`config.mk`:
```
export PLATFORM = sky130hd
export DESIGN_NAME = dsv_volume
export DESIGN_NICKNAME = d
export VERILOG_FILES = /design/src/design/dsv_pkg.sv /design/src/design/dsv_gain_ch.sv /design/src/design/dsv_volume.sv
export VERILOG_INCLUDE_DIRS = /design/src /design/src/design
export SDC_FILE = /design/constraint.sdc
export NUM_CORES = 2
export LEC_CHECK = 0
export ABC_AREA = 1
export BUFFER_PORTS_ARGS = -buffer_cell sky130_fd_sc_hd__clkbuf_2
export CORE_MARGIN = 10
export CORE_UTILIZATION = 50
export CTS_CLUSTER_DIAMETER = 40
export CTS_CLUSTER_SIZE = 10
export DETAILED_ROUTE_END_ITERATION = 8
export GPL_ROUTABILITY_DRIVEN = 1
export GPL_TIMING_DRIVEN = 0
export PLACE_DENSITY = 0.69
export SETUP_SLACK_MARGIN = 0.02
export SYNTH_ARGS = -nofsm -noshare
export SYNTH_HDL_FRONTEND = slang
export SYNTH_SLANG_ARGS = --single-unit
```
`constraint.sdc`:
```
create_clock -name core_clk -period 14.2 [get_ports core_clk]
set_input_delay 2.84 -clock core_clk [delete_from_list [all_inputs] [get_ports core_clk]]
set_output_delay 2.84 -clock core_clk [all_outputs]
set_load 0.02 [all_outputs]
```
`src/design/dsv_map.svh`:
```
// Purpose: Register offsets, field positions and reset values
// Assumes: Included by the volume stage modules and the testbench
// Notes: Offsets are word indices on the plain register port
`ifndef DSV_MAP_SVH
`define DSV_MAP_SVH
`define DSV_ADDR_W 4
`define DSV_REG_LVOL 4'h0
`define DSV_REG_RVOL 4'h1
`define DSV_REG_MASTER 4'h2
`define DSV_REG_CTRL 4'h3
`define DSV_REG_PWR 4'h4
`define DSV_REG_STAT 4'h5
`define DSV_REG_ISTAT 4'h6
`define DSV_REG_IMASK 4'h7
`define DSV_REG_GAIN 4'h8
`define DSV_VOL_MUTE 7
`define DSV_CTRL_SLOW 0
`define DSV_CTRL_NOSTEP 1
`define DSV_CTRL_DEEMPH 2
`define DSV_CTRL_EFFECT 3
`define DSV_PWR_DAC 0
`define DSV_PWR_LANA 1
`define DSV_PWR_RANA 2
`define DSV_STAT_DONE 0
`define DSV_STAT_PDFLAG 1
`define DSV_STAT_MUTED 2
`define DSV_IRQ_DONE 0
`define DSV_IRQ_PD 1
`define DSV_IRQ_FX 2
`define DSV_IRQ_W 3
`define DSV_VOL_RST 8'h00
`define DSV_ATT_FULL 7'h7F
`define DSV_ATT_ZERO 7'h00
`endif

```
`src/design/dsv_pkg.sv`:
```
// Purpose: Types shared by the soft-step volume stage
// Assumes: State numbers are literal here, not taken from the map header
// Notes: Sequencer state encoding only
package dsv_pkg;
    typedef enum logic [2:0] {
        DSV_OFF = 3'h0,
        DSV_UP = 3'h1,
        DSV_RUN = 3'h2,
        DSV_FX_DOWN = 3'h3,
        DSV_PD_DOWN = 3'h4,
        DSV_PD_DONE = 3'h5
    } dsv_seq_t;
endpackage

```
`src/design/dsv_gain_ch.sv`:
```
// Purpose: One channel of soft-stepped attenuation and sample scaling
// Assumes: Attenuation code counts half-decibel steps, 127 is full cut
// Notes: Output registered, one clock of latency
`timescale 1ns/1ns
`include "dsv_map.svh"
module dsv_gain_ch #(
    parameter int DATA_W = 24
) (
    input wire logic core_clk,
    input wire logic reset_n,
    input wire logic step_en,
    input wire logic [6:0] target_att,
    input wire logic no_step,
    input wire logic sample_valid,
    input wire logic signed [DATA_W-1:0] sample_in,
    output logic [6:0] applied_att,
    output logic signed [DATA_W-1:0] sample_out,
    output logic at_target
);
    initial
    begin
        if (DATA_W < 8 || DATA_W > 32)
            $error("DATA_W out of range");
    end

    // Mantissa of 10^(-k/40) in Q15, half-decibel steps, for one 6 dB octave
    function automatic logic [15:0] frac_gain(input logic [3:0] k);
        case (k)
            4'h0: frac_gain = 16'h8000;
            4'h1: frac_gain = 16'h78D6;
            4'h2: frac_gain = 16'h7214;
            4'h3: frac_gain = 16'h6BB2;
            4'h4: frac_gain = 16'h65AC;
            4'h5: frac_gain = 16'h5FFC;
            4'h6: frac_gain = 16'h5A9E;
            4'h7: frac_gain = 16'h558C;
            4'h8: frac_gain = 16'h50C3;
            4'h9: frac_gain = 16'h4C3E;
            4'hA: frac_gain = 16'h47FA;
            4'hB: frac_gain = 16'h43F4;
            default: frac_gain = 16'h8000;
        endcase
    endfunction

    logic [6:0] att_r;
    logic [6:0] att_nxt;
    logic signed [DATA_W-1:0] out_r;
    wire logic [3:0] octave = 4'(att_r / 7'd12);
    wire logic [3:0] frac_k = 4'(att_r % 7'd12);
    wire logic signed [16:0] coef = $signed({1'b0, frac_gain(frac_k)});
    wire logic signed [DATA_W+16:0] prod = sample_in * coef;
    wire logic signed [DATA_W+16:0] shifted = prod >>> (5'd15 + 5'(octave));
    wire logic full_cut = (att_r == `DSV_ATT_FULL);

    always_comb
    begin
        att_nxt = att_r;
        if (no_step)
            att_nxt = target_att;
        else if (step_en && att_r < target_att)
            att_nxt = att_r + 7'd1;
        else if (step_en && att_r > target_att)
            att_nxt = att_r - 7'd1;
    end

    always_ff @(posedge core_clk or negedge reset_n)
    begin
        if (!reset_n)
        begin
            att_r <= `DSV_ATT_FULL;
            out_r <= '0;
        end
        else
        begin
            att_r <= att_nxt;
            if (sample_valid)
                out_r <= full_cut ? '0 : shifted[DATA_W-1:0];
        end
    end

    assign applied_att = att_r;
    assign sample_out = out_r;
    assign at_target = (att_r == target_att);
endmodule // dsv_gain_ch

```
`src/design/dsv_volume.sv`:
```
// Purpose: Stereo soft-step digital volume stage in front of a DAC
// Assumes: Samples arrive with a valid strobe on core_clk
// Notes: Plain register port, read data one cycle after the strobe
//
// The implementer's own choices: the register addresses and the address-and-strobe port.
`timescale 1ns/1ns
`include "dsv_map.svh"
module dsv_volume
    import dsv_pkg::*;
#(
    parameter int DATA_W = 24
) (
    input wire logic core_clk,
    input wire logic reset_n,
    input wire logic [`DSV_ADDR_W-1:0] reg_addr,
    input wire logic [7:0] reg_wdata,
    input wire logic reg_wr,
    input wire logic reg_rd,
    output logic [7:0] reg_rdata,
    input wire logic sample_valid,
    input wire logic signed [DATA_W-1:0] left_in,
    input wire logic signed [DATA_W-1:0] right_in,
    output logic sample_out_valid,
    output logic signed [DATA_W-1:0] left_out,
    output logic signed [DATA_W-1:0] right_out,
    output logic deemph_on,
    output logic effect_on,
    output logic dac_power,
    output logic left_ana_power,
    output logic right_ana_power,
    output logic irq
);
    import dsv_pkg::*;

    initial
    begin
        if (DATA_W < 8 || DATA_W > 32)
            $error("DATA_W out of range");
    end

    logic [7:0] lvol_r;
    logic [7:0] rvol_r;
    logic [3:0] ctrl_r;
    logic [2:0] pwr_r;
    logic [`DSV_IRQ_W-1:0] istat_r;
    logic [`DSV_IRQ_W-1:0] imask_r;
    logic [7:0] rdata_r;
    logic [1:0] fx_applied_r;
    logic pd_flag_r;
    logic done_r;
    logic half_r;
    logic valid_r;
    logic irq_r;
    logic lmuted_r;
    logic rmuted_r;
    logic lana_r;
    logic rana_r;
    logic dacp_r;
    dsv_seq_t seq_r;
    dsv_seq_t seq_nxt;

    wire logic [6:0] latt;
    wire logic [6:0] ratt;
    wire logic signed [DATA_W-1:0] lsamp;
    wire logic signed [DATA_W-1:0] rsamp;
    wire logic lat;
    wire logic rat;

    // Register decode
    wire logic wr_lvol = reg_wr && reg_addr == `DSV_REG_LVOL;
    wire logic wr_rvol = reg_wr && reg_addr == `DSV_REG_RVOL;
    wire logic wr_master = reg_wr && reg_addr == `DSV_REG_MASTER;
    wire logic wr_ctrl = reg_wr && reg_addr == `DSV_REG_CTRL;
    wire logic wr_pwr = reg_wr && reg_addr == `DSV_REG_PWR;
    wire logic wr_istat = reg_wr && reg_addr == `DSV_REG_ISTAT;
    wire logic wr_imask = reg_wr && reg_addr == `DSV_REG_IMASK;

    wire logic slow = ctrl_r[`DSV_CTRL_SLOW];
    wire logic no_step = ctrl_r[`DSV_CTRL_NOSTEP];
    wire logic pwr_req = pwr_r[`DSV_PWR_DAC];
    wire logic fx_change = (ctrl_r[`DSV_CTRL_EFFECT:`DSV_CTRL_DEEMPH] != fx_applied_r);

    wire logic step_en = sample_valid && (!slow || half_r);

    // Sequencer forces full cut while off, while muting down and in DSV_PD_DONE
    wire logic force_cut = (seq_r == DSV_OFF) || (seq_r == DSV_FX_DOWN)
        || (seq_r == DSV_PD_DOWN) || (seq_r == DSV_PD_DONE);
    // Ramp to full cut when muted
    wire logic [6:0] ltgt = (force_cut || lvol_r[`DSV_VOL_MUTE]) ? `DSV_ATT_FULL : lvol_r[6:0];
    wire logic [6:0] rtgt = (force_cut || rvol_r[`DSV_VOL_MUTE]) ? `DSV_ATT_FULL : rvol_r[6:0];
    // Both channels silenced at a sample boundary
    wire logic both_quiet = lmuted_r && rmuted_r;
    wire logic all_at = lat && rat;

    dsv_gain_ch #(.DATA_W(DATA_W)) u_left (
        .core_clk(core_clk),
        .reset_n(reset_n),
        .step_en(step_en),
        .target_att(ltgt),
        .no_step(no_step),
        .sample_valid(sample_valid),
        .sample_in(left_in),
        .applied_att(latt),
        .sample_out(lsamp),
        .at_target(lat)
    );

    dsv_gain_ch #(.DATA_W(DATA_W)) u_right (
        .core_clk(core_clk),
        .reset_n(reset_n),
        .step_en(step_en),
        .target_att(rtgt),
        .no_step(no_step),
        .sample_valid(sample_valid),
        .sample_in(right_in),
        .applied_att(ratt),
        .sample_out(rsamp),
        .at_target(rat)
    );

    // Sequencer for power and effect changes
    always_comb
    begin
        seq_nxt = seq_r;
        case (seq_r)
            DSV_OFF:
                if (pwr_req)
                    seq_nxt = DSV_UP;
            DSV_UP:
                if (!pwr_req)
                    seq_nxt = DSV_PD_DOWN;
                else
                    seq_nxt = DSV_RUN;
            DSV_RUN:
                if (!pwr_req)
                    seq_nxt = DSV_PD_DOWN;
                else if (fx_change)
                    seq_nxt = DSV_FX_DOWN;
            DSV_FX_DOWN:
                if (both_quiet)
                    seq_nxt = DSV_RUN;
            DSV_PD_DOWN:
                if (both_quiet)
                    seq_nxt = DSV_PD_DONE;
            DSV_PD_DONE:
                seq_nxt = DSV_OFF;
            default:
                seq_nxt = DSV_OFF;
        endcase
    end

    wire logic fx_apply = (seq_r == DSV_FX_DOWN) && both_quiet;
    wire logic pd_finish = (seq_r == DSV_PD_DONE);
    wire logic [`DSV_IRQ_W-1:0] ev;
    assign ev[`DSV_IRQ_DONE] = all_at && !done_r;
    assign ev[`DSV_IRQ_PD] = pd_finish;
    assign ev[`DSV_IRQ_FX] = fx_apply;

    wire logic [7:0] stat_val = {5'h00, lmuted_r && rmuted_r, pd_flag_r, done_r};
    wire logic [7:0] rd_mux =
        (reg_addr == `DSV_REG_LVOL) ? lvol_r :
        (reg_addr == `DSV_REG_RVOL) ? rvol_r :
        (reg_addr == `DSV_REG_MASTER) ? lvol_r :
        (reg_addr == `DSV_REG_CTRL) ? {4'h0, ctrl_r} :
        (reg_addr == `DSV_REG_PWR) ? {5'h00, pwr_r} :
        (reg_addr == `DSV_REG_STAT) ? stat_val :
        (reg_addr == `DSV_REG_ISTAT) ? {5'h00, istat_r} :
        (reg_addr == `DSV_REG_IMASK) ? {5'h00, imask_r} :
        (reg_addr == `DSV_REG_GAIN) ? {1'b0, latt} : 8'h00;

    // Software registers
    always_ff @(posedge core_clk or negedge reset_n)
    begin
        if (!reset_n)
        begin
            lvol_r <= `DSV_VOL_RST;
            rvol_r <= `DSV_VOL_RST;
            ctrl_r <= 4'h0;
            pwr_r <= 3'h0;
            imask_r <= '0;
        end
        else
        begin
            if (wr_lvol || wr_master)
                lvol_r <= reg_wdata;
            if (wr_rvol || wr_master)
                rvol_r <= reg_wdata;
            if (wr_ctrl)
                ctrl_r <= reg_wdata[3:0];
            if (wr_pwr)
                pwr_r <= reg_wdata[2:0];
            if (wr_imask)
                imask_r <= reg_wdata[`DSV_IRQ_W-1:0];
        end
    end

    // Status, interrupt and read data
    always_ff @(posedge core_clk or negedge reset_n)
    begin
        if (!reset_n)
        begin
            istat_r <= '0;
            rdata_r <= 8'h00;
            irq_r <= 1'b0;
            done_r <= 1'b0;
            pd_flag_r <= 1'b1;
        end
        else
        begin
            // Set wins over write-one clear
            istat_r <= (istat_r & ~(wr_istat ? reg_wdata[`DSV_IRQ_W-1:0] : '0)) | ev;
            irq_r <= |(istat_r & imask_r);
            rdata_r <= reg_rd ? rd_mux : 8'h00;
            done_r <= all_at;
            if (pd_finish)
                pd_flag_r <= 1'b1;
            else if (seq_r == DSV_UP)
                pd_flag_r <= 1'b0;
        end
    end

    // Datapath and power outputs
    always_ff @(posedge core_clk or negedge reset_n)
    begin
        if (!reset_n)
        begin
            fx_applied_r <= 2'h0;
            half_r <= 1'b0;
            valid_r <= 1'b0;
            lmuted_r <= 1'b1;
            rmuted_r <= 1'b1;
            dacp_r <= 1'b0;
            lana_r <= 1'b0;
            rana_r <= 1'b0;
        end
        else
        begin
            if (fx_apply || seq_r == DSV_OFF)
                fx_applied_r <= ctrl_r[`DSV_CTRL_EFFECT:`DSV_CTRL_DEEMPH];
            if (sample_valid)
                half_r <= ~half_r;
            valid_r <= sample_valid;
            if (sample_valid)
            begin
                lmuted_r <= latt == `DSV_ATT_FULL && ltgt == `DSV_ATT_FULL;
                rmuted_r <= ratt == `DSV_ATT_FULL && rtgt == `DSV_ATT_FULL;
            end
            dacp_r <= (seq_r != DSV_OFF) && (seq_r != DSV_PD_DONE);
            lana_r <= pwr_r[`DSV_PWR_LANA] && (seq_r != DSV_OFF);
            rana_r <= pwr_r[`DSV_PWR_RANA] && (seq_r != DSV_OFF);
        end
    end

    always_ff @(posedge core_clk or negedge reset_n)
    begin
        if (!reset_n)
            seq_r <= DSV_OFF;
        else
            seq_r <= seq_nxt;
    end

    assign reg_rdata = rdata_r;
    assign sample_out_valid = valid_r;
    assign left_out = lsamp;
    assign right_out = rsamp;
    assign deemph_on = fx_applied_r[0];
    assign effect_on = fx_applied_r[1];
    assign dac_power = dacp_r;
    assign left_ana_power = lana_r;
    assign right_ana_power = rana_r;
    assign irq = irq_r;
endmodule // dsv_volume

```
== After elaboration in Yosys (flattened, before gate mapping) ==
Memory sizes are Yosys's and may differ from the RTL's.
Cells that the tools add are included.

* RAM bits: 0
* ROM bits: 512
* Flip-flop bits (word level): 114
* Memories kept: 2
* Latch bits: 0
* Output and inout bits: 63
* Input port bits: 65

* Equal/unequal tests: 25
* Shifts and indexed selects: 2
* Bitwise gates (word level): 5
* Magnitude comparators: 4
* Muxes and demuxes: 30
* Add/sub/neg operators: 6
* Multiply operators: 2
* Div/mod/pow operators: 4
* Reductions and logical operators: 40

{| class="wikitable"
|+ Memory list
! name !! depth !! bits a word !! rd ports !! clocked after Yosys merged registers in !! wr ports !! RTL line !! RTL
|-
| (no name shown) || 16 || 16 || 1 || 0 || 0 || dsv_gain_ch.sv:28 || <nowiki>case (k)</nowiki>
|-
| (no name shown) || 16 || 16 || 1 || 0 || 0 || dsv_gain_ch.sv:28 ||
|}

{| class="wikitable"
|+ Operator list
! operator !! number
|-
| 2-to-1 mux 7 bit || 14
|-
| multiplier 24 x 17 -> 41 bit || 2
|-
| >>> shifter 41 x 5 -> 24 bit || 2
|-
| 2-to-1 mux 24 bit || 2
|-
| 2-to-1 mux 8 bit || 4
|-
| equality test 7 bit (second input constant) || 4
|-
| logical AND 1 bit || 21
|-
| 2-to-1 mux 3 bit || 7
|-
| equality test 4 x 3 -> 1 bit (second input constant) || 4
|-
| case mux 3 bit (5 select lines) || 1
|-
| adder 7 x 1 -> 7 bit (second input constant) || 2
|-
| divider 7 x 4 -> 7 bit (second input constant) || 2
|-
| equality test 7 bit || 2
|-
| greater-than comparator 7 bit || 2
|-
| < comparator 7 bit || 2
|-
| remainder unit 7 x 4 -> 7 bit (second input constant) || 2
|-
| subtractor 7 x 1 -> 7 bit (second input constant) || 2
|-
| adder 4 x 4 -> 5 bit (first input constant) || 2
|-
| logical OR 1 bit || 9
|-
| nonzero test 3 bit || 3
|-
| equality test 4 x 2 -> 1 bit (second input constant) || 2
|-
| bitwise AND 3 bit || 2
|-
| equality test 3 x 2 -> 1 bit (second input constant) || 2
|-
| equality test 3 bit (second input constant) || 2
|-
| other kinds (16) || 21
|}

== Depth between registers and ports, before layout ==
* Word-level depth: 11
* Depth in mapped cells: 56
* Depth with buffers taken out: 55

== Modules after synthesis ==
Synthesis repeated with hierarchy kept, for this count alone.

* Cells, all modules: 5729
* Area, all modules: 40742.8 sq um

{| class="wikitable"
|+ Modules (own cells, without submodules)
! module !! area each (sq um) !! instances !! cells an instance
|-
| dsv_gain_ch (u_right) || 19170.9 || 1 || 2764
|-
| dsv_gain_ch (u_left) || 18980.7 || 1 || 2634
|-
| dsv_volume || 2591.2 || 1 || 331
|}

== Least setup slack after synthesis ==
No wires, ideal clock.

* Kind: input to register
* From: input port left_in[23]
* To: register u_left.out_r[19] (netlist: u_left.sample_out[19])
* Required time: 14084 ps
* Data arrival time: 8908 ps
* Slack: 5176 ps
* Library setup time: 116 ps
* Path buffers: 1
* Stages on the path: 29
* Cell sequence: inv_1 clkbuf_1 nor2_1 fa_1 inv_1 fa_1 inv_1 fa_1 fa_1 fa_1 inv_1 fa_1 inv_1 ha_1 nand2_1 nor2_1 nand2_1 nor3_1 nand3_1 nand4_1 nand3_1 nand3_1 nand2_1 nand2_1 nand2_1 o21ai_0 nand2_1 nand2_1 nand2_1

* Word-level cells in the longest chain between the ends: 3

{| class="wikitable"
|+ Ends and longest elaborated chain
! what !! RTL line !! RTL
|-
| from (decl) || dsv_volume.sv:21 || <nowiki>input wire logic signed [DATA_W-1:0] left_in,</nowiki>
|-
| multiplier 24 x 17 -> 41 bit || dsv_gain_ch.sv:51 || <nowiki>wire logic signed [DATA_W+16:0] prod = sample_in * coef;</nowiki>
|-
| >>> shifter 41 x 5 -> 24 bit || dsv_gain_ch.sv:52 || <nowiki>wire logic signed [DATA_W+16:0] shifted = prod >>> (5'd15 + 5'(octave));</nowiki>
|-
| 2-to-1 mux 24 bit || dsv_gain_ch.sv:77 || <nowiki>out_r <= full_cut ? '0 : shifted[DATA_W-1:0];</nowiki>
|-
| to (signal assigned) || dsv_gain_ch.sv:77 ||
|-
| to (decl) || dsv_gain_ch.sv:47 || <nowiki>logic signed [DATA_W-1:0] out_r;</nowiki>
|}

Every way passes these cells.
A chain may end at the register's enable or synchronous reset.

== Worst setup path in the final report ==
* From: input port left_in[23]
* To: register u_left.out_r[23] (netlist: u_left.sample_out[23])

Same word-level chain as after synthesis.

==> results.ini <==
[cts]
cts.htree.levels = 4
post_cts_resized = 0
worstSkewPairLatency_ns = 0.44
cts_sinks = 114
cts_hold_buf = 0
cts_buffer_depth = 2
cts_buffers = 17
post_cts_buffers = 0
root_buffer = clkbuf_16
clk_pin_slew_ns = 0.06
cts_tree = done

[floorplanning]
die_height_um = 306.0
ioPinCount = 128
die_w_um = 306.0
rows = 104
initial_core_util = 0.5063
dieArea_um2 = 93660
core_area_um2 = 80810

[finish]
drive_above_1_share = 0.05055
finalNetCount = 7026
multiInputGateArea_um2 = 31740
final_cell_mix = nand2_1 (1517), inv_1 (1415), fa_1 (756)
area_delta_synth_final_pct = 6.239
seqCellArea_um2 = 2874
final_common_cell = nand2_1
nFillCells = 8058

[yosys]
synth-edff-count = 0
async_flop_share = 1.000
synth.ff_latch_count = 114
ys_seq_area_frac = 0.07025
netlist_area_um2 = 40910
syn_nets = 6891
yosysWarnings = 0
synth-main-ff-cell = dfrtp_1
avgSynthCellArea_um2 = 7.022
synth_cell_type_count = 55
synth_cells = 5826

[route]
routed_wl_um = 128400
firstDrtPassIters = 8
via_per_inst = 5.344
vias = 37600
drcViolationCount = 0
wire_per_inst_um = 18.25
ant_nets = 0
drt_iter0_markers = 3015

[sta]
fin_crit_ns = 10.03
post-route-period-util = 0.7061
fin_hold_ws_ns = 0.4700
finalSetupTns_ns = 0
max_freq_mhz = 99.73
worst_pin_slew_ns = 0.9359
rsz0062_at_grt = no
slew_headroom = 0.3760
drv_slew = 0
hold_viol = 0
setup_viol = 0
finClkSkew_ns = 0.01431

[grt]
grt_use_total = 0.2796
grt.busiest_layer = met2
grt_max_degree = 110
antenna_found_initial = 3
grt_pass1_vias = 39760
met1_usage = 0.3280
grt_pass1_wl_um = 209100
use_met3 = 0.03453
met2_usage = 0.5024
grt.overflow.total = 0

[critical_path]
worstSetupEndpointType = flip-flop
crit_required_ns = 14.52
startpoint_type = input port
crit_buf_inv = 8
cp_max_fo = 10
critPathTopFamily = adder cells
critPathMaxStageDelay_ns = 0.82
cp_slowest_cell = fa_1
critical_path_class = input port to flip-flop
arrival_ns = 10.35

[placed_design]
portBuffers = 115
globalplace.congestion = 0.9704
hpwl_um = 109200

[min_path]
hp-class = flip-flop to flip-flop

[run_status]
status = finished, final reports clean

[run]
max_cap_violations = 0

-- metal layers --
| metal | vias to the layer above | wire, um |
|---|---|---|
| met5 | - | 14 |
| met3 | 367 | 8041 |
| met2 | 1513 | 64820 |
| li1 | 17500 | - |
| met1 | 18210 | 48540 |
| met4 | 4 | 6934 |
-- worst paths after layout --
path                       cells past startpoint  slack (ns)                   from                     to
max                                           30        4.17            left_in[23]  u_left.sample_out[23]
min                                            1        0.47                 half_r                 half_r
max reg2reg                                   42        5.00  u_left.applied_att[5]  u_left.sample_out[23]
min reg2reg                                    1        0.47                 half_r                 half_r
max in group asynchronous                      2       11.21                reset_n              rvol_r[2]
min in group asynchronous                      1        2.22                reset_n  u_right.sample_out[1]
-- kinds of logic (layout without fill, tap and decap cells) --
logic type               after synthesis  after routing  share of synthesized area
AO/OA/AOI/OAI                        258            258                    0.03759
XOR/XNOR                              61             61                    0.01389
adder cells (fa/ha/maj)             1000           1000                     0.4446
buffers and inverters               1632           1780                     0.1539
flip-flops                           114            114                    0.07025
multiplexers                           5              5                   0.001376
other                                  0              1                          0
AND/OR/NAND/NOR                     2756           2756                     0.2784
-- cell type report --
class | instances | area share
well taps | 1060 | 0.03052
plain buffers | 190 | 0.02027
clock buffers | 17 | 0.009788
diodes | 1 | 0.00005758
clock inverters | 15 | 0.004290
multi-input cells | 4080 | 0.7303
flip-flops and latches | 114 | 0.06613
inverters | 1442 | 0.1246
repair buffers | 116 | 0.01408
-- flip-flops by register name, indices dropped and copies added, names as in the netlist, 4 cells and up --
signal	count
lvol_r	8
reg_rdata	8
u_right.sample_out	24
ctrl_r	4
u_left.applied_att	7
u_right.applied_att	7
u_left.sample_out	24
rvol_r	8
-- worst register-to-register path, delay by kind of cell, from the launching register on --
family | cells | cell delay [ns]
buffers and inverters | 7 | 0.82
adder cells (fa/ha/maj) | 7 | 4.03
AO/OA/AOI/OAI | 2 | 0.23
flip-flops | 1 | 0.63
AND/OR/NAND/NOR | 26 | 3.38
-- cells in the mapped netlist (11+ instances only) --
library cell     n  share of area
nand3_1        626          0.077
buf_2           53         0.0065
xor2_1          16         0.0034
o21ai_0         91          0.011
ha_1           244          0.075
xnor2_1         42         0.0090
a21oi_1         94          0.011
nor2_1         529          0.049
clkbuf_1        99         0.0091
dfstp_2         17          0.011
buf_4           11         0.0020
fa_1           756           0.37
inv_2           22         0.0020
o21bai_1        18         0.0033
nand2_1       1517           0.14
dfrtp_1         97          0.059
inv_1         1415           0.13
o211ai_1        17         0.0031
nor3_1          20         0.0024
nand4_1         28         0.0043
buf_1           19         0.0017
-- metrics by stage --
stage / cells / utilization / cell area [um^2] / setup WS [ns]
4_1_cts: 7034 / 0.5378 / 43460 / 4.183
2_1_floorplan: 5826 / - / 40910 / 5.176
3_5_place_dp: 7002 / 0.5302 / 42850 / 3.766
6_report: 7035 / 0.5378 / 43460 / 4.173
5_1_grt: 7035 / 0.5378 / 43460 / 3.537
3_3_place_gp: 7001 / 0.5298 / 42810 / 3.841
Power is not shown: default switching activity piles up to over one toggle a cycle in this logic, so the estimate is an artifact.
